`src/adctrc_pkg.sv`:
```
// package for the converter trigger and result control block
// assumes a 32-bit ahb-lite register bus, one word per register
// Summary of operation
// - gain stage is unipolar after reset; bipolar select bit switches to bipolar.
// - unipolar with negative input not below positive saturates result to reference.
// - bipolar results are two's complement, nine magnitude bits plus sign.
// - unipolar results are unsigned with full ten-bit resolution.
// - the two reserved control b bits store and read back what was written.
// - alignment bit one left-adjusts the result, zero right-adjusts it.
// - changing alignment alters presented result at once, even mid-conversion.
// - trigger source field only matters while auto-trigger is enabled.
// - auto-trigger starts a conversion on each rising edge of selected flag.
// - switching from a clear source to a set source counts as rising edge.
// - selecting free running mode never itself produces a trigger event.
// - field decode: free, comparator, ext int 0, t0 cmpA, t0 ovf, t1 cmpB/ovf/capture.
// - each set input disable bit switches off that analog pin's digital buffer.
// - a disabled pin reads zero in the port input register.
// - conversion done flag sets on a core result unless a low byte read has frozen the results; free-running source.
// - low byte read freezes result registers until high byte is read.
// - left form puts bits 9..2 high, 1..0 low[7:6]; right form 9..8 high[1:0].
package adctrc_pkg;
  // register index in the byte-wide map; each register sits in its own word
  localparam logic [9:0] IDX_PIN_DISABLE = 10'h001;
  localparam logic [9:0] IDX_RESULT_LOW = 10'h004;
  localparam logic [9:0] IDX_RESULT_HIGH = 10'h005;
  localparam logic [9:0] IDX_CTRL_A = 10'h006;
  localparam logic [11:0] ADDR_PIN_DISABLE = {IDX_PIN_DISABLE, 2'h0};
  localparam logic [11:0] ADDR_CTRL_B = 12'h00C;
  localparam logic [11:0] ADDR_CTRL_A = {IDX_CTRL_A, 2'h0};
  localparam logic [11:0] ADDR_RESULT_LOW = {IDX_RESULT_LOW, 2'h0};
  localparam logic [11:0] ADDR_RESULT_HIGH = {IDX_RESULT_HIGH, 2'h0};
  localparam logic [11:0] ADDR_IRQ_STATUS = 12'h020;
  localparam logic [11:0] ADDR_IRQ_ENABLE = 12'h024;
  localparam logic [11:0] ADDR_IRQ_CLEAR = 12'h028;
  localparam logic [11:0] ADDR_PORT_INPUT = 12'h02C;
  localparam int CTRLB_BIPOLAR = 7;
  localparam int CTRLB_COMP_MUX = 6;
  localparam int CTRLB_LEFT_ALIGN = 4;
  localparam int CTRLA_ENABLE = 7;
  localparam int CTRLA_START = 6;
  localparam int CTRLA_AUTO = 5;
  localparam int CTRLA_DONE = 4;
  localparam logic [7:0] CTRLB_RESET = 8'h00;
  localparam logic [7:0] CTRLA_RESET = 8'h00;
  localparam logic [7:0] PIN_DISABLE_RESET = 8'h00;
  localparam logic [9:0] RESULT_SATURATED = 10'h3FF;
  localparam int IRQ_DONE = 0;
  localparam int IRQ_TRIGGER = 1;
  typedef enum logic [2:0] {
    TRIG_FREE_RUN, TRIG_COMPARATOR, TRIG_EXT_INT0, TRIG_T0_CMP_A,
    TRIG_T0_OVF, TRIG_T1_CMP_B, TRIG_T1_OVF, TRIG_T1_CAPTURE
  } adctrc_trig_t;
  typedef struct packed {
    logic t1_capture;
    logic t1_ovf;
    logic t1_cmp_b;
    logic t0_ovf;
    logic t0_cmp_a;
    logic ext_int0;
    logic comparator;
  } adctrc_flags_t;
  typedef struct packed {
    logic valid;
    logic [9:0] raw;
    logic below;
  } adctrc_core_t;
endpackage : adctrc_pkg

```
`src/adctrc_top.sv`:
```
// converter trigger, result formatting and analog pin input control
// assumes flags and core result on clk_sys; pins are asynchronous
`timescale 1ns/100ps
`default_nettype none
module adctrc_top
  import adctrc_pkg::*;
(
  // clock and reset
  input wire logic clk_sys,
  input wire logic arst_n,
  // ahb-lite slave
  input wire logic hsel,
  input wire logic [31:0] haddr,
  input wire logic [1:0] htrans,
  input wire logic hwrite,
  input wire logic [2:0] hsize,
  input wire logic hready,
  input wire logic [31:0] hwdata,
  output logic [31:0] hrdata,
  output logic hreadyout,
  output logic hresp,
  // trigger flags and conversion core
  input wire adctrc_flags_t trig_flags,
  input wire adctrc_core_t core_result,
  output logic conv_start,
  output logic converter_enable,
  output logic bipolar_select,
  output logic comparator_mux_enable,
  // analog pins
  input wire logic [7:0] pin_level,
  output logic [7:0] pin_digital_input_off,
  // interrupt
  output logic irq
);
  logic [7:0] ctrl_a_reg;
  logic [7:0] ctrl_b_reg;
  logic [7:0] pin_dis_reg;
  logic [9:0] result_reg;
  logic [9:0] hold_reg;
  logic frozen_reg;
  logic [1:0] irq_stat_reg;
  logic [1:0] irq_en_reg;
  logic sel_flag_reg;
  logic start_reg;
  logic [7:0] pin_s1_reg;
  logic [7:0] pin_s2_reg;
  logic [11:0] addr_reg;
  logic wr_reg;
  logic [31:0] hrdata_reg;
  logic [31:0] hrdata_next;
  logic irq_reg;

  wire logic phase_ok = hsel & hready & htrans[1];
  wire logic wr_en = wr_reg;
  wire logic [7:0] wbyte = hwdata[7:0];
  wire logic done_w1 = wr_en && addr_reg == ADDR_CTRL_A && wbyte[CTRLA_DONE];
  wire logic auto_on = ctrl_a_reg[CTRLA_AUTO];
  wire logic conv_on = ctrl_a_reg[CTRLA_ENABLE];
  wire adctrc_trig_t trig_sel = adctrc_trig_t'(ctrl_b_reg[2:0]);
  wire logic left_align = ctrl_b_reg[CTRLB_LEFT_ALIGN];

  logic sel_flag;
  always_comb begin
    case (trig_sel)
      TRIG_FREE_RUN: sel_flag = ctrl_a_reg[CTRLA_DONE];
      TRIG_COMPARATOR: sel_flag = trig_flags.comparator;
      TRIG_EXT_INT0: sel_flag = trig_flags.ext_int0;
      TRIG_T0_CMP_A: sel_flag = trig_flags.t0_cmp_a;
      TRIG_T0_OVF: sel_flag = trig_flags.t0_ovf;
      TRIG_T1_CMP_B: sel_flag = trig_flags.t1_cmp_b;
      TRIG_T1_OVF: sel_flag = trig_flags.t1_ovf;
      TRIG_T1_CAPTURE: sel_flag = trig_flags.t1_capture;
      default: sel_flag = 1'b0;
    endcase
  end

  // free running switch is no edge
  logic free_prev_reg;
  wire logic switched_to_free = (trig_sel == TRIG_FREE_RUN) & ~free_prev_reg;
  // edge of selected flag, across source switches too
  wire logic trig_edge = sel_flag & ~sel_flag_reg & ~switched_to_free;
  // field only used in auto mode
  wire logic auto_start = auto_on & conv_on & trig_edge;
  wire logic sw_start = wr_en && addr_reg == ADDR_CTRL_A && wbyte[CTRLA_START]
                        && wbyte[CTRLA_ENABLE];

  logic [9:0] shaped;
  always_comb begin
    if (!bipolar_select && core_result.below) begin
      shaped = RESULT_SATURATED;
    end else begin
      shaped = core_result.raw;
    end
  end

  // alignment applied on read, so it is immediate
  wire logic [9:0] shown = frozen_reg ? hold_reg : result_reg;
  wire logic [7:0] res_low = left_align ? {shown[1:0], 6'h00} : shown[7:0];
  wire logic [7:0] res_high = left_align ? shown[9:2] : {6'h00, shown[9:8]};
  wire logic [7:0] port_in = pin_s2_reg & ~pin_dis_reg;

  always_comb begin
    case (addr_reg)
      ADDR_PIN_DISABLE: hrdata_next = {24'h000000, pin_dis_reg};
      ADDR_CTRL_B: hrdata_next = {24'h000000, ctrl_b_reg};
      ADDR_CTRL_A: hrdata_next = {24'h000000, ctrl_a_reg};
      ADDR_RESULT_LOW: hrdata_next = {24'h000000, res_low};
      ADDR_RESULT_HIGH: hrdata_next = {24'h000000, res_high};
      ADDR_IRQ_STATUS: hrdata_next = {30'h0, irq_stat_reg};
      ADDR_IRQ_ENABLE: hrdata_next = {30'h0, irq_en_reg};
      ADDR_PORT_INPUT: hrdata_next = {24'h000000, port_in};
      default: hrdata_next = 32'h00000000;
    endcase
  end

  always_ff @(posedge clk_sys or negedge arst_n) begin
    if (!arst_n) begin
      addr_reg <= 12'h000;
      wr_reg <= 1'b0;
    end else begin
      addr_reg <= phase_ok ? haddr[11:0] : addr_reg;
      wr_reg <= phase_ok & hwrite;
    end
  end

  // read data is produced in the data phase combinationally, registered out next
  // cycle: one wait state on reads, none on writes
  logic rd_wait_reg;
  always_ff @(posedge clk_sys or negedge arst_n) begin
    if (!arst_n) begin
      rd_wait_reg <= 1'b0;
      hrdata_reg <= 32'h00000000;
    end else begin
      rd_wait_reg <= phase_ok & ~hwrite;
      hrdata_reg <= rd_wait_reg ? hrdata_next : hrdata_reg;
    end
  end
  // hreadyout low during the first data-phase cycle of a read
  logic ready_reg;
  always_ff @(posedge clk_sys or negedge arst_n) begin
    if (!arst_n) begin
      ready_reg <= 1'b1;
    end else begin
      ready_reg <= ~(phase_ok & ~hwrite);
    end
  end

  wire logic rd_low = rd_wait_reg && addr_reg == ADDR_RESULT_LOW;
  wire logic rd_high = rd_wait_reg && addr_reg == ADDR_RESULT_HIGH;
  wire logic wr_ctrl_b = wr_en && addr_reg == ADDR_CTRL_B;
  wire logic wr_pin_dis = wr_en && addr_reg == ADDR_PIN_DISABLE;
  wire logic wr_irq_en = wr_en && addr_reg == ADDR_IRQ_ENABLE;

  // whole byte stored, reserved bits included
  always_ff @(posedge clk_sys or negedge arst_n) begin
    if (!arst_n) begin
      ctrl_b_reg <= CTRLB_RESET;
    end else if (wr_ctrl_b) begin
      ctrl_b_reg <= wbyte;
    end
  end

  always_ff @(posedge clk_sys or negedge arst_n) begin
    if (!arst_n) begin
      pin_dis_reg <= PIN_DISABLE_RESET;
    end else if (wr_pin_dis) begin
      pin_dis_reg <= wbyte;
    end
  end

  always_ff @(posedge clk_sys or negedge arst_n) begin
    if (!arst_n) begin
      irq_en_reg <= 2'h0;
    end else if (wr_irq_en) begin
      irq_en_reg <= hwdata[1:0];
    end
  end

  always_ff @(posedge clk_sys or negedge arst_n) begin
    if (!arst_n) begin
      ctrl_a_reg <= CTRLA_RESET;
    end else begin
      if (wr_en && addr_reg == ADDR_CTRL_A) begin
        ctrl_a_reg[CTRLA_ENABLE] <= wbyte[CTRLA_ENABLE];
        ctrl_a_reg[CTRLA_AUTO] <= wbyte[CTRLA_AUTO];
        ctrl_a_reg[3:0] <= wbyte[3:0];
      end
      // start bit reads one while a conversion runs, except one started by the same write that enables the converter
      if (core_result.valid || !conv_on) begin
        ctrl_a_reg[CTRLA_START] <= 1'b0;
      end else if (sw_start || auto_start) begin
        ctrl_a_reg[CTRLA_START] <= 1'b1;
      end
      // done flag: set wins over write-one clear
      if (core_result.valid && !frozen_reg) begin
        ctrl_a_reg[CTRLA_DONE] <= 1'b1;
      end else if (done_w1) begin
        ctrl_a_reg[CTRLA_DONE] <= 1'b0;
      end
    end
  end

  // low read freezes, high read releases
  always_ff @(posedge clk_sys or negedge arst_n) begin
    if (!arst_n) begin
      result_reg <= 10'h000;
      hold_reg <= 10'h000;
      frozen_reg <= 1'b0;
    end else begin
      if (core_result.valid) begin
        result_reg <= shaped;
      end
      if (rd_low) begin
        hold_reg <= shown;
        frozen_reg <= 1'b1;
      end else if (rd_high) begin
        frozen_reg <= 1'b0;
      end
    end
  end

  always_ff @(posedge clk_sys or negedge arst_n) begin
    if (!arst_n) begin
      sel_flag_reg <= 1'b0;
      free_prev_reg <= 1'b1;
      start_reg <= 1'b0;
    end else begin
      sel_flag_reg <= sel_flag;
      free_prev_reg <= trig_sel == TRIG_FREE_RUN;
      start_reg <= sw_start | auto_start;
    end
  end

  // pins are asynchronous: two-stage synchroniser
  always_ff @(posedge clk_sys or negedge arst_n) begin
    if (!arst_n) begin
      pin_s1_reg <= 8'h00;
      pin_s2_reg <= 8'h00;
    end else begin
      pin_s1_reg <= pin_level;
      pin_s2_reg <= pin_s1_reg;
    end
  end

  // sticky status; set wins over clear
  wire logic [1:0] irq_set = {auto_start, core_result.valid & ~frozen_reg};
  wire logic [1:0] irq_clr = (wr_en && addr_reg == ADDR_IRQ_CLEAR) ? hwdata[1:0] : 2'h0;
  always_ff @(posedge clk_sys or negedge arst_n) begin
    if (!arst_n) begin
      irq_stat_reg <= 2'h0;
      irq_reg <= 1'b0;
    end else begin
      irq_stat_reg <= irq_set | (irq_stat_reg & ~irq_clr);
      irq_reg <= |((irq_set | (irq_stat_reg & ~irq_clr)) & irq_en_reg);
    end
  end

  logic enable_out_reg;
  logic bip_out_reg;
  logic comparator_mux_enable_out_reg;
  logic [7:0] dis_out_reg;
  always_ff @(posedge clk_sys or negedge arst_n) begin
    if (!arst_n) begin
      enable_out_reg <= 1'b0;
      bip_out_reg <= 1'b0;
      comparator_mux_enable_out_reg <= 1'b0;
      dis_out_reg <= 8'h00;
    end else begin
      enable_out_reg <= conv_on;
      bip_out_reg <= ctrl_b_reg[CTRLB_BIPOLAR];
      comparator_mux_enable_out_reg <= ctrl_b_reg[CTRLB_COMP_MUX];
      dis_out_reg <= pin_dis_reg;
    end
  end

  assign hrdata = hrdata_reg;
  assign hreadyout = ready_reg;
  assign hresp = 1'b0;
  assign conv_start = start_reg;
  assign converter_enable = enable_out_reg;
  assign bipolar_select = bip_out_reg;
  assign comparator_mux_enable = comparator_mux_enable_out_reg;
  assign pin_digital_input_off = dis_out_reg;
  assign irq = irq_reg;
endmodule : adctrc_top
`default_nettype wire

```
`config.mk`:
```
export PLATFORM = sky130hd
export DESIGN_NAME = adctrc_top
export DESIGN_NICKNAME = d
export VERILOG_FILES = /design/src/adctrc_pkg.sv /design/src/adctrc_top.sv
export SDC_FILE = /design/constraint.sdc
export NUM_CORES = 1
export LEC_CHECK = 0
export BUFFER_PORTS_ARGS = -buffer_cell sky130_fd_sc_hd__buf_2
export CAP_MARGIN = 5
export CORE_ASPECT_RATIO = 0.5
export CORE_MARGIN = 2
export CORE_UTILIZATION = 57
export CTS_BUF_LIST = sky130_fd_sc_hd__clkbuf_4 sky130_fd_sc_hd__clkbuf_8
export CTS_CLUSTER_DIAMETER = 30
export DETAILED_ROUTE_END_ITERATION = 8
export GPL_ROUTABILITY_DRIVEN = 1
export GPL_TIMING_DRIVEN = 0
export HOLD_SLACK_MARGIN = 0.02
export PLACE_DENSITY = 0.92
export SETUP_SLACK_MARGIN = 0.05
export SYNTH_ARGS = -nofsm -noshare
export SYNTH_HDL_FRONTEND = slang
export SYNTH_SLANG_ARGS = --single-unit
export TNS_END_PERCENT = 5
```
`constraint.sdc`:
```
create_clock -name clk_sys -period 5.5 [get_ports clk_sys]
set_input_delay 0.55 -clock clk_sys [delete_from_list [all_inputs] [get_ports clk_sys]]
set_output_delay 0.55 -clock clk_sys [all_outputs]
set_load 0.005 [all_outputs]
```
=== Word-level counts from Yosys, hierarchy flattened ===
Index checks and enable logic that the tools add are counted.

* Bits in registers: 127
* Logic and storage cells: 99
* Input bits: 101

* Equal/unequal tests: 16
* Bitwise operators: 23
* Reductions and logical operators: 22
* Mux-type cells: 13

{| class="wikitable"
|+ Operators with widths
! cell !! number
|-
| case mux 8 bit (8 select lines) || 1
|-
| == test 12 x 6 -> 1 bit, second input constant || 4
|-
| == test 12 x 5 -> 1 bit, second input constant || 3
|-
| 2-to-1 mux 10 bit || 2
|-
| 2-to-1 mux 8 bit || 2
|-
| == test 12 x 3 -> 1 bit, second input constant || 1
|-
| == test 12 x 4 -> 1 bit, second input constant || 1
|-
| == test 3 bit, second input constant || 4
|-
| logical AND 1 bit || 12
|-
| AND 1 bit || 10
|-
| AND 8 bit || 1
|-
| inverter 8 bit || 1
|-
| case mux 1 bit (8 select lines) || 1
|-
| == test 3 x 2 -> 1 bit, second input constant || 2
|-
| 2-to-1 mux 1 bit || 6
|-
| inverter 1 bit || 6
|-
| nonzero test 2 bit || 3
|-
| AND 2 bit || 2
|-
| == test 3 x 1 -> 1 bit, second input constant || 1
|-
| logical NOT 1 bit || 3
|-
| logical NOT 3 bit || 1
|-
| logical OR 1 bit || 2
|-
| 2-to-1 mux 2 bit || 1
|-
| inverter 2 bit || 1
|-
| other kinds (3) || 3
|}

=== Logic depth before layout (Yosys ltp) ===
Gate-level depths: netlist of run 1.

* Word-level depth: 8
* Mapped depth: 7
* Depth with buffers taken out: 5

=== Least setup slack after synthesis of run 1 ===
Ideal clock, no wire load.

* Path kind: reg-to-reg
* Start point: reg addr_reg[7]
* End point: reg hold_reg[0]
* Slack: 3.729 ns
* Buffers on the path: 1
* Setup time: 0.125 ns
* Clock period less this slack: 1.771 ns
* Arrival time: 1.646 ns
* Data required time: 5.375 ns
* Cell stages (with the launch flop): 7
* Path through: dfrtp_1 -> nor4_4 -> and2_1 -> buf_4 -> nand3_4 -> nor2_8 -> mux2_2

* Cells in the longest elaborated chain, start to end: 2

{| class="wikitable"
|+ Ends and longest elaborated chain
! element !! line !! RTL
|-
| from (decl) || adctrc_top.sv:47 || <nowiki>logic [11:0] addr_reg;</nowiki>
|-
| from (signal assigned) || adctrc_top.sv:121 || <nowiki>addr_reg <= phase_ok ? haddr[11:0] : addr_reg;</nowiki>
|-
| == test 12 x 5 -> 1 bit || adctrc_top.sv:148 || <nowiki>wire logic rd_low = rd_wait_reg && addr_reg == ADDR_RESULT_LOW;</nowiki>
|-
| logical AND 1 bit || adctrc_top.sv:148 ||
|-
| to (signal assigned) || adctrc_top.sv:214 || <nowiki>hold_reg <= shown;</nowiki>
|-
| to (decl) || adctrc_top.sv:39 || <nowiki>logic [9:0] hold_reg;</nowiki>
|}

Every way passes these cells.
A chain may end at the register's enable or synchronous reset.

=== Worst setup path after layout of run 1 ===
* Start point: reg addr_reg[7]
* End point: reg hrdata_reg[7] (netlist: hrdata[7])

* Cells in the longest elaborated chain, start to end: 2
* Elaborated cells on any way between the ends: 9
* Those cells by class: eq/ne: 8; mux: 1

{| class="wikitable"
|+ Ends and longest elaborated chain
! element !! line !! RTL
|-
| == test 12 x 6 -> 1 bit (tied with other cells) || adctrc_top.sv:103 || <nowiki>case (addr_reg)</nowiki>
|-
| case mux 8 bit (8 select lines) (*) || adctrc_top.sv:103 ||
|-
| to (signal assigned) || adctrc_top.sv:135 || <nowiki>hrdata_reg <= rd_wait_reg ? hrdata_next : hrdata_reg;</nowiki>
|-
| to (decl) || adctrc_top.sv:49 || <nowiki>logic [31:0] hrdata_reg;</nowiki>
|}

Mark *: on every way between the ends. The rest lies on a longest branch, timed or not.

==> run metrics, run 1 <==
final antenna-violating net count=0; Startpoint Class=register; CTS max path bufs=2; Post-DP HPWL=just under 8000 um; Synth top area share=a little over half; Fill cells=approximately 570; Seq/Total Area, Yosys=56.12%; Root Buffer=clkbuf_8; number of synthesized flops with an enable pin=0; CP peak stage delay=0.50 ns; CTS hold repair buffers=0; Finished Core Util=about 70%; H-Tree Depth=3; Worst-Margin Slew=~0.77 ns; area grow syn2layout=17.42%; first drt pass iteration count=7; #FFs+latches synth=about 100; post-route cell area=0.005398 mm2; GRT Residual Overflow=0; Worst R2R Setup Slack=about 3.5 ns; total of max-cap violations=0; # rows=23; Initial Util=between 50% and 60%; Final Max Tran Viols=0; wire per inst=about 18 um; Core ar.=roughly 0.0079 mm2; Vias/cell=approximately 5.6; IO Port Bufs=between 70 and 80; CTS tree=yes; layout cells sized above 1=about two fifths; Placed Area=0.005220 mm2; outcome=completed; Required @ worst endpoint=5.79 ns; Worst VDD drop=0.1650 mV; Worst EP arrival=2.33 ns; synth unique cells=57; initial antenna violation count=0; Tot Pwr=1.489 mW; PwrDens=between 200 and 300 mW/mm2; commonest cells in the netlist=101 x dfrtp_1, 42 x mux2_2, 29 x buf_4; Initial DRC Count=250; post-synth design cell area=~0.0046 mm2; Mapped Avg Cell Area=13.02 um2; CTS sink cnt=between 100 and 150; final wirelength=10350 um; DIE AREA=slightly below 0.009 mm2; GPL Wtd Cong=~0.93; Die Ht=between 60 and 70 um; Area contributors post-synth=dfrtp_1 55%, mux2_2 10%, buf_4 4.7%; final setup vio count=0; Pleak=2.522 nW; Period minus WS final=approximately 2 ns; Chip Width=131 um; final setup TNS=0 ns; Worst path slowest cell=nor4_4; cts repair resizes=0; n_diodes=0; Ys Warns=0; WS Path Type=register to register; WHS=between 0.2 and 0.25 ns; Crit. End Element=register; clock latency on the worst-skew pair=0.37 ns; nets@finish=approximately 560; Synth Flop Type=dfrtp_1; drc violations=0; worst flop-to-flop path startpoint=addr_reg[7]; Max-Slew Margin vs Limit=a little under half; reg-to-reg critical path endpoint=hrdata[7]; Clock Skews=between 0.006 and 0.007 ns; worst reg2reg path depth=5; Cells after Synth=around 350; vias=3241; final hold violations=0; Post-CTS Setup Bufs=0; area leader, netlist=dfrtp_1; Largest register FFs=12; most used standard cell by instance count after synthesis=dfrtp_1; vias in the first global route=3078; Post-synth ARST share=100.0%; RSZ-0062 raised after global routing=no; first-pass GRT wire length=15710 um; Worst-path clk slew=about 0.10 ns; critical-path cell list=nor4_4 -> and2_1 -> o2111ai_1 -> a2bb2oi_1 -> o21ai_0; highest clock rate=between 400 and 500 MHz; CTS Buf Count=9; crit path max fanout=9; io pins=roughly 150; Worst Hold Class=input port to async pin; largest net degree at the start of global routing=61; final worst path period share=37.09%; Tot GR Track Use=between 20% and 30%
-- logic make-up (layout without fill, tap and decap cells) --
family	Yosys count	count (layout)	synth area share [%]
AND/OR/NAND/NOR	82	82	12.06
other	1	25	0.08158
AO/OA/AOI/OAI	58	58	9.853
buffers and inverters	46	136	6.260
multiplexers	63	63	15.62
flip-flops	103	103	56.12
-- stage by stage --
stage	setup slack, ns	std cells
after floorplan	3.729	377
after global placement	2.902	563
after detailed placement	3.508	564
after CTS	3.498	579
after global routing	3.325	579
final	3.460	579
-- where the power goes --
part	switching (mW)	total, mW	internal (mW)	leakage [nW]
clock network	0.256	0.437	0.181	0.0850
registers	0.0400	0.841	0.801	1.23
logic	0.113	0.211	0.0973	1.21
total	0.409	1.49	1.08	2.52
-- cells in the final DEF (no fill, tap or decap), types with 3 or more instances in the layout --
cell         n
and3_1       3
dfrtp_1    101
mux2i_1     17
buf_2       78
nor2b_1      4
a2111oi_0    4
and2_1       3
a32o_1       3
conb_1      25
o21ai_0      9
clkbuf_8    10
nor4_1       3
nand3_1      8
o2bb2ai_1    8
mux2_2      42
o22a_1      10
nor2_1      16
nand2_1     16
o22ai_1      3
nor3_1       5
nand2b_1     5
a22o_1       3
buf_4       30
inv_1        8
clkbuf_1     3
-- layout make-up --
class / count / area, um2 / area share (%)
clock inverters: 4 / 32.53 / 0.6027
clock buffers: 11 / 145.1 / 2.689
flip-flops and latches: 103 / 2580 / 47.80
well taps: 112 / 140.1 / 2.596
inverters: 9 / 33.78 / 0.6259
plain buffers: 37 / 254.0 / 4.706
repair buffers: 75 / 392.9 / 7.279
multi-input cells: 228 / 1819 / 33.70
-- worst max path at each step --
stage	startpoint	end	slack [ns]	cells after the start
after detailed placement	addr_reg[7]	hold_reg[7]	3.51	6
after global placement	arst_n	result_reg[0]	2.90	1
after global routing	addr_reg[1]	hrdata[1]	3.33	5
after CTS	addr_reg[7]	hold_reg[7]	3.50	6
final	addr_reg[7]	hrdata[7]	3.46	5
after floorplan	addr_reg[7]	hold_reg[0]	3.73	6
-- critical path, delay by kind of cell, from the launching register on --
kind / cells / cell delay, ns
AOI/OAI and AO/OA: 3 / 0.75
DFF: 1 / 0.41
and+or+nand+nor: 2 / 0.79
-- routing by layer --
| layer | global-route usage (%) | up-vias | part of all wire (%) | wire (um) |
|---|---|---|---|---|
| li1 | - | 1457 | - | - |
| met1 | 33.37 | 1613 | 44 | 4520 |
| met2 | 37.63 | 159 | 46 | 4764 |
| met3 | 7.448 | 12 | 9.2 | 948 |
| met4 | 7.846 | 0 | 1.1 | 112 |
| met5 | 0 | - | 0 | 0 |
Note: power is estimated with default switching activity, not from simulation.
==> inputs of run 2 (changes only) <==
- CORE_UTILIZATION: 57 -> 48
- PLACE_DENSITY: 0.92 -> 0.83
- clock period: 5.5 -> 1.76 ns (I/O delays scaled with it)
==> run metrics, run 2 (synthesized netlist as in run 1, its figures left out) <==
Largest register FFs=12; Worst Hold Class=input port to register; most common cell after layout, fill and taps aside=dfrtp_1; Core ar.=about 0.0094 mm2; io pins=around 150; Worst-path clk slew=0.10 ns; Tot Pwr=a little over 5 mW; GPL Wtd Cong=between 0.9 and 1; Worst VDD drop=0.3890 mV; highest clock rate=about 540 MHz; Vias/cell=between 5 and 6; critical path's top delay family=compound AO/OA/AOI/OAI gates; RSZ-0062 raised after global routing=yes; final worst setup slack=-0.08134 ns; DIE AREA=approximately 0.010 mm2; Max-Slew Margin vs Limit=51.37%; Post-DP HPWL=7627 um; min-delay src=core_result[2]; Worst R2R Setup Slack=-0.08 ns; most frequent cells in the layout=97 x dfrtp_1, 74 x buf_2, 43 x buf_4; H-Tree Depth=3; Worst-Margin Slew=0.7246 ns; final setup TNS=-1.298 ns; failing checks=negative setup slack; Period minus WS final=1.841 ns; Required @ worst endpoint=2.02 ns; Tot GR Track Use=between 20% and 30%; Die Ht=between 70 and 80 um; Worst EP arrival=2.11 ns; clock latency on the worst-skew pair=0.39 ns; Fill cells=685; crit path max fanout=8; Chip Width=approximately 140 um; drc violations=0; final hold violations=0; Clock Skews=~0.013 ns; area grow syn2layout=31.52%; first-pass GRT wire length=17060 um; Pleak=around 2.8 nW; layout cells sized above 1=43.64%; Crit. End Element=register; CTS tree=yes; PwrDens=about 830 mW/mm2; CTS sink cnt=just over 100; hold-critical path depth=2; reg-to-reg critical path endpoint=hrdata[7]; WS Path Type=register to register; cell mode on critical path=buf_4; # rows=25; Initial DRC Count=roughly 260; CP peak stage delay=~0.40 ns; Finished Core Util=roughly 64%; Startpoint Class=register; final setup vio count=29; met3 Use GR=roughly 7.5%; worst flop-to-flop path startpoint=addr_reg[3]; IO Port Bufs=between 70 and 80; Root Buffer=clkbuf_8; worst reg2reg path depth=8; Reg area=between 0.002 and 0.003 mm2; total of max-cap violations=0; nets@finish=between 600 and 700; first drt pass iteration count=5; footprint of the multi-input gates=approximately 0.002 mm2; final worst path period share=104.6%; vias=3338; final wirelength=about 11000 um; met2 GRT Util=around 35%; Final Max Tran Viols=0; final antenna-violating net count=0; Worst path slowest cell=dfrtp_1; wire per inst=roughly 18 um; initial antenna violation count=0; GRT Residual Overflow=0; vias in the first global route=approximately 3.2k; Initial Util=between 40% and 50%; critical-path cell list=buf_4 -> nor4b_4 -> buf_4 -> and3_1 -> buf_6 -> a32o_1 -> a211oi_1 -> o21ai_1; largest net degree at the start of global routing=54; outcome=finished with violations; CTS max path bufs=2; Bufs and invs on worst path=3; CTS Buf Count=9; n_diodes=0; dpl ws=-0.3293 ns; Hold EP=result_reg[1]; GR peak layer=met2; met1 usage=29.38%
[run 2: cell count changes in the layout (fill, tap and decap cells not counted), sizes merged]
cell / delta
dlygate4sd3: +29
buf: +13
inv: +3
clkinvlp: -2
bufinv: +1
[run 2: routing by layer]
layer	vias to the layer above	wire length (um)
met5	-	0
met3	16	808
met1	1660	5119
met2	120	5256
li1	1542	-
met4	0	116
[run 2: report_power, final]
group | total (mW) | internal, mW | switching [mW]
Sequential | 2.64 | 2.51 | 0.134
Combinational | 0.831 | 0.423 | 0.409
Clock | 1.56 | 0.703 | 0.860
[run 2: area by class of cell]
class                      instances  area share, %
buffer                            36          4.491
clock buffer                      10          2.173
clock inverter                     6          1.304
inverter                           9         0.5588
multi-input combinational        228          32.93
sequential                       103          42.76
tap                              121          2.504
timing repair buffer             119          13.29
[run 2: timing repair]
item | in CTS | in global routing
pin swaps | 8 | 9
setup endpoints to repair | 46 | 48
setup buffers | 11 | 4
endpoints found under the hold margin | 78 | 0
resized for setup | 25 | 27
hold buffers | 29 | 0
[run 2: worst max path at each step]
stage | cells after the start | slack, ns | from | to
after floorplan | 6 | -0.009 | addr_reg[8] | hold_reg[0]
after global placement | 1 | -0.53 | arst_n | result_reg[6]
after detailed placement | 4 | -0.33 | addr_reg[8] | hrdata[1]
after CTS | 7 | -0.13 | addr_reg[7] | hold_reg[2]
after global routing | 6 | -0.15 | addr_reg[4] | hold_reg[2]
final | 8 | -0.08 | addr_reg[3] | hrdata[7]
[run 2: metrics by stage]
step / hold slack, ns / area, um2 / std cells
5_1_grt: 0.03253 / 6046 / 632
3_3_place_gp: 0.2849 / 5209 / 572
3_5_place_dp: 0.2654 / 5239 / 573
4_1_cts: 0.02737 / 5914 / 629
2_1_floorplan: -0.1196 / 4687 / 377
6_report: 0.03720 / 6046 / 632
[run 2: worst register-to-register path: cells and delay by family (launching register included)]
| kind | cells | cell delay [ns] |
|---|---|---|
| AO/OA/AOI/OAI | 3 | 0.54 |
| buffers and inverters | 3 | 0.47 |
| flip-flops | 1 | 0.40 |
| AND/OR/NAND/NOR | 2 | 0.31 |
==> inputs of run 3 (changes only) <==
- SKIP_CTS_REPAIR_TIMING: not set -> 1
==> run metrics, run 3 (synthesized netlist as in run 1, its figures left out) <==
outcome=finished with violations; failing checks=negative setup slack; largest net degree at the start of global routing=54; layout cells sized above 1=around 44%; dpl ws=-0.3293 ns; Root Buffer=clkbuf_8; combinational share of power=about 17%; most common cell after layout, fill and taps aside=dfrtp_1; most frequent cells in the layout=98 x dfrtp_1, 74 x buf_2, 46 x buf_4; PwrDens=approximately 840 mW/mm2; Pleak=roughly 2.8 nW; Routed met2 length=5209 um; Tot Pwr=5.056 mW; Tot GR Track Use=roughly a fifth; Initial Util=approximately 49%; area grow syn2layout=31.57%; Vias/cell=between 5 and 6; Fill cells=691; routed wl met3=roughly 910 um; IO Port Bufs=74; worst flop-to-flop path startpoint=addr_reg[7]; drc violations=0; Post-DP HPWL=between 7000 and 8000 um; RSZ-0062 raised after global routing=yes; clock latency on the worst-skew pair=about 0.39 ns; final worst setup slack=-0.1812 ns; sw power=between 1 and 1.5 mW; final antenna-violating net count=0; Initial DRC Count=around 270; Worst-Margin Slew=approximately 0.77 ns; wl on met1=roughly 5000 um; Crit. End Element=register; WHS=around 0.014 ns; wire per inst=roughly 18 um; final cell count without fillers=635; Max-Slew Margin vs Limit=between 40% and 50%; CP endpoint=hold_reg[6]; switching share of power=approximately 28%; vias in the first global route=a little over 3k; reg-to-reg critical path endpoint=hold_reg[6]; Clock Skews=roughly 0.013 ns; vias=between 3k and 4k; n_diodes=0; # rows=25; initial antenna violation count=0; hold-critical path depth=2; Clock Power Share=between 30% and 40%; GPL Wtd Cong=roughly 0.9; worst reg2reg path depth=7; max layer used=met4; CTS tree=yes; nets@finish=just over 600; Startpoint Class=register; internal power=between 3 and 4 mW; Worst VDD drop=just under 0.4 mV; Die Ht=approximately 73 um; critical path startpoint=addr_reg[7]; Reg power frac=between 50% and 60%; Period minus WS final=about 1.9 ns; dpl cells=between 500 and 600; Required @ worst endpoint=around 2 ns; WS Path Type=register to register; CTS max path bufs=2; first-pass GRT wire length=approximately 16000 um; Largest register FFs=12; GRT Residual Overflow=0; Worst EP arrival=between 2 and 2.5 ns; Core ar.=0.009384 mm2; final setup vio count=~40; crit path max fanout=8; final worst path period share=110.3%; final hold violations=0; H-Tree Depth=3; Final Max Tran Viols=0; CTS sink cnt=between 100 and 150; final wirelength=11200 um; Finished Core Util=between 60% and 70%; Chip Width=roughly 140 um; total of max-cap violations=0; DIE AREA=0.01042 mm2; CTS Buf Count=9; Worst-path clk slew=about 0.1 ns; Worst Hold Class=input port to register; Worst R2R Setup Slack=-0.18 ns; io pins=148; highest clock rate=515.2 MHz; first drt pass iteration count=4
==> run 3: cell types whose count changed in the layout (fill, tap and decap cells not counted), sizes merged <==
| cell | delta |
|---|---|
| clkbuf | -1 |
| buf | +6 |
| o2111ai | +1 |
| dlygate4sd3 | -3 |
==> run 3: area by class of cell <==
type / count / area (um2) / share of cell area (%)
sequential: 103 / 2584 / 42.72
clock inverter: 6 / 78.83 / 1.303
clock buffer: 10 / 131.4 / 2.172
inverter: 9 / 33.78 / 0.5585
multi-input combinational: 229 / 1976 / 32.66
tap: 121 / 151.4 / 2.503
buffer: 37 / 282.8 / 4.675
timing repair buffer: 120 / 810.8 / 13.41
==> run 3: worst min-delay path by stage <==
stage	startpoint	end	slack [ns]
floorplan	arst_n	addr_reg[0]	-0.12
global placement	pin_level[5]	pin_s1_reg[5]	0.28
CTS	arst_n	pin_s2_reg[4]	-0.17
finish	core_result[1]	result_reg[0]	0.01
global route	core_result[1]	result_reg[0]	0.02
detailed placement	arst_n	pin_s2_reg[2]	0.27
==> run 3: worst max-delay path: stages, from the launching register on <==
cell and delay (ns):
dfrtp_1 0.44, nor4_4 0.31, buf_6 0.17, and2_4 0.14, buf_6 0.12, nand3_4 0.09
nor2_8 0.21, mux2_2 0.35
==> run 3: power groups by stage <==
stage / sequential [mW] / clock, mW / combinational [mW]
2_1_floorplan: 2.64 / 0 / 0.416
3_3_place_gp: 2.67 / 0 / 0.631
3_5_place_dp: 2.67 / 0 / 0.654
4_1_cts: 2.63 / 1.61 / 0.658
5_1_grt: 2.66 / 1.69 / 0.909
6_report: 2.64 / 1.57 / 0.845
==> run 3: routing by layer <==
metal  up-vias  global-route usage [%]
met1      1656                   28.60
li1       1553                       -
met2       127                   32.26
met4         0                   6.821
met5         -                       0
met3        11                   6.627
==> run 3: through the flow <==
step	TNS [ns]	area [um2]
after detailed placement	-8.614	5239
after CTS	-9.523	5449
final	-3.865	6048
after global placement	-60.30	5209
after floorplan	-0.06884	4687
after global routing	-6.858	6048
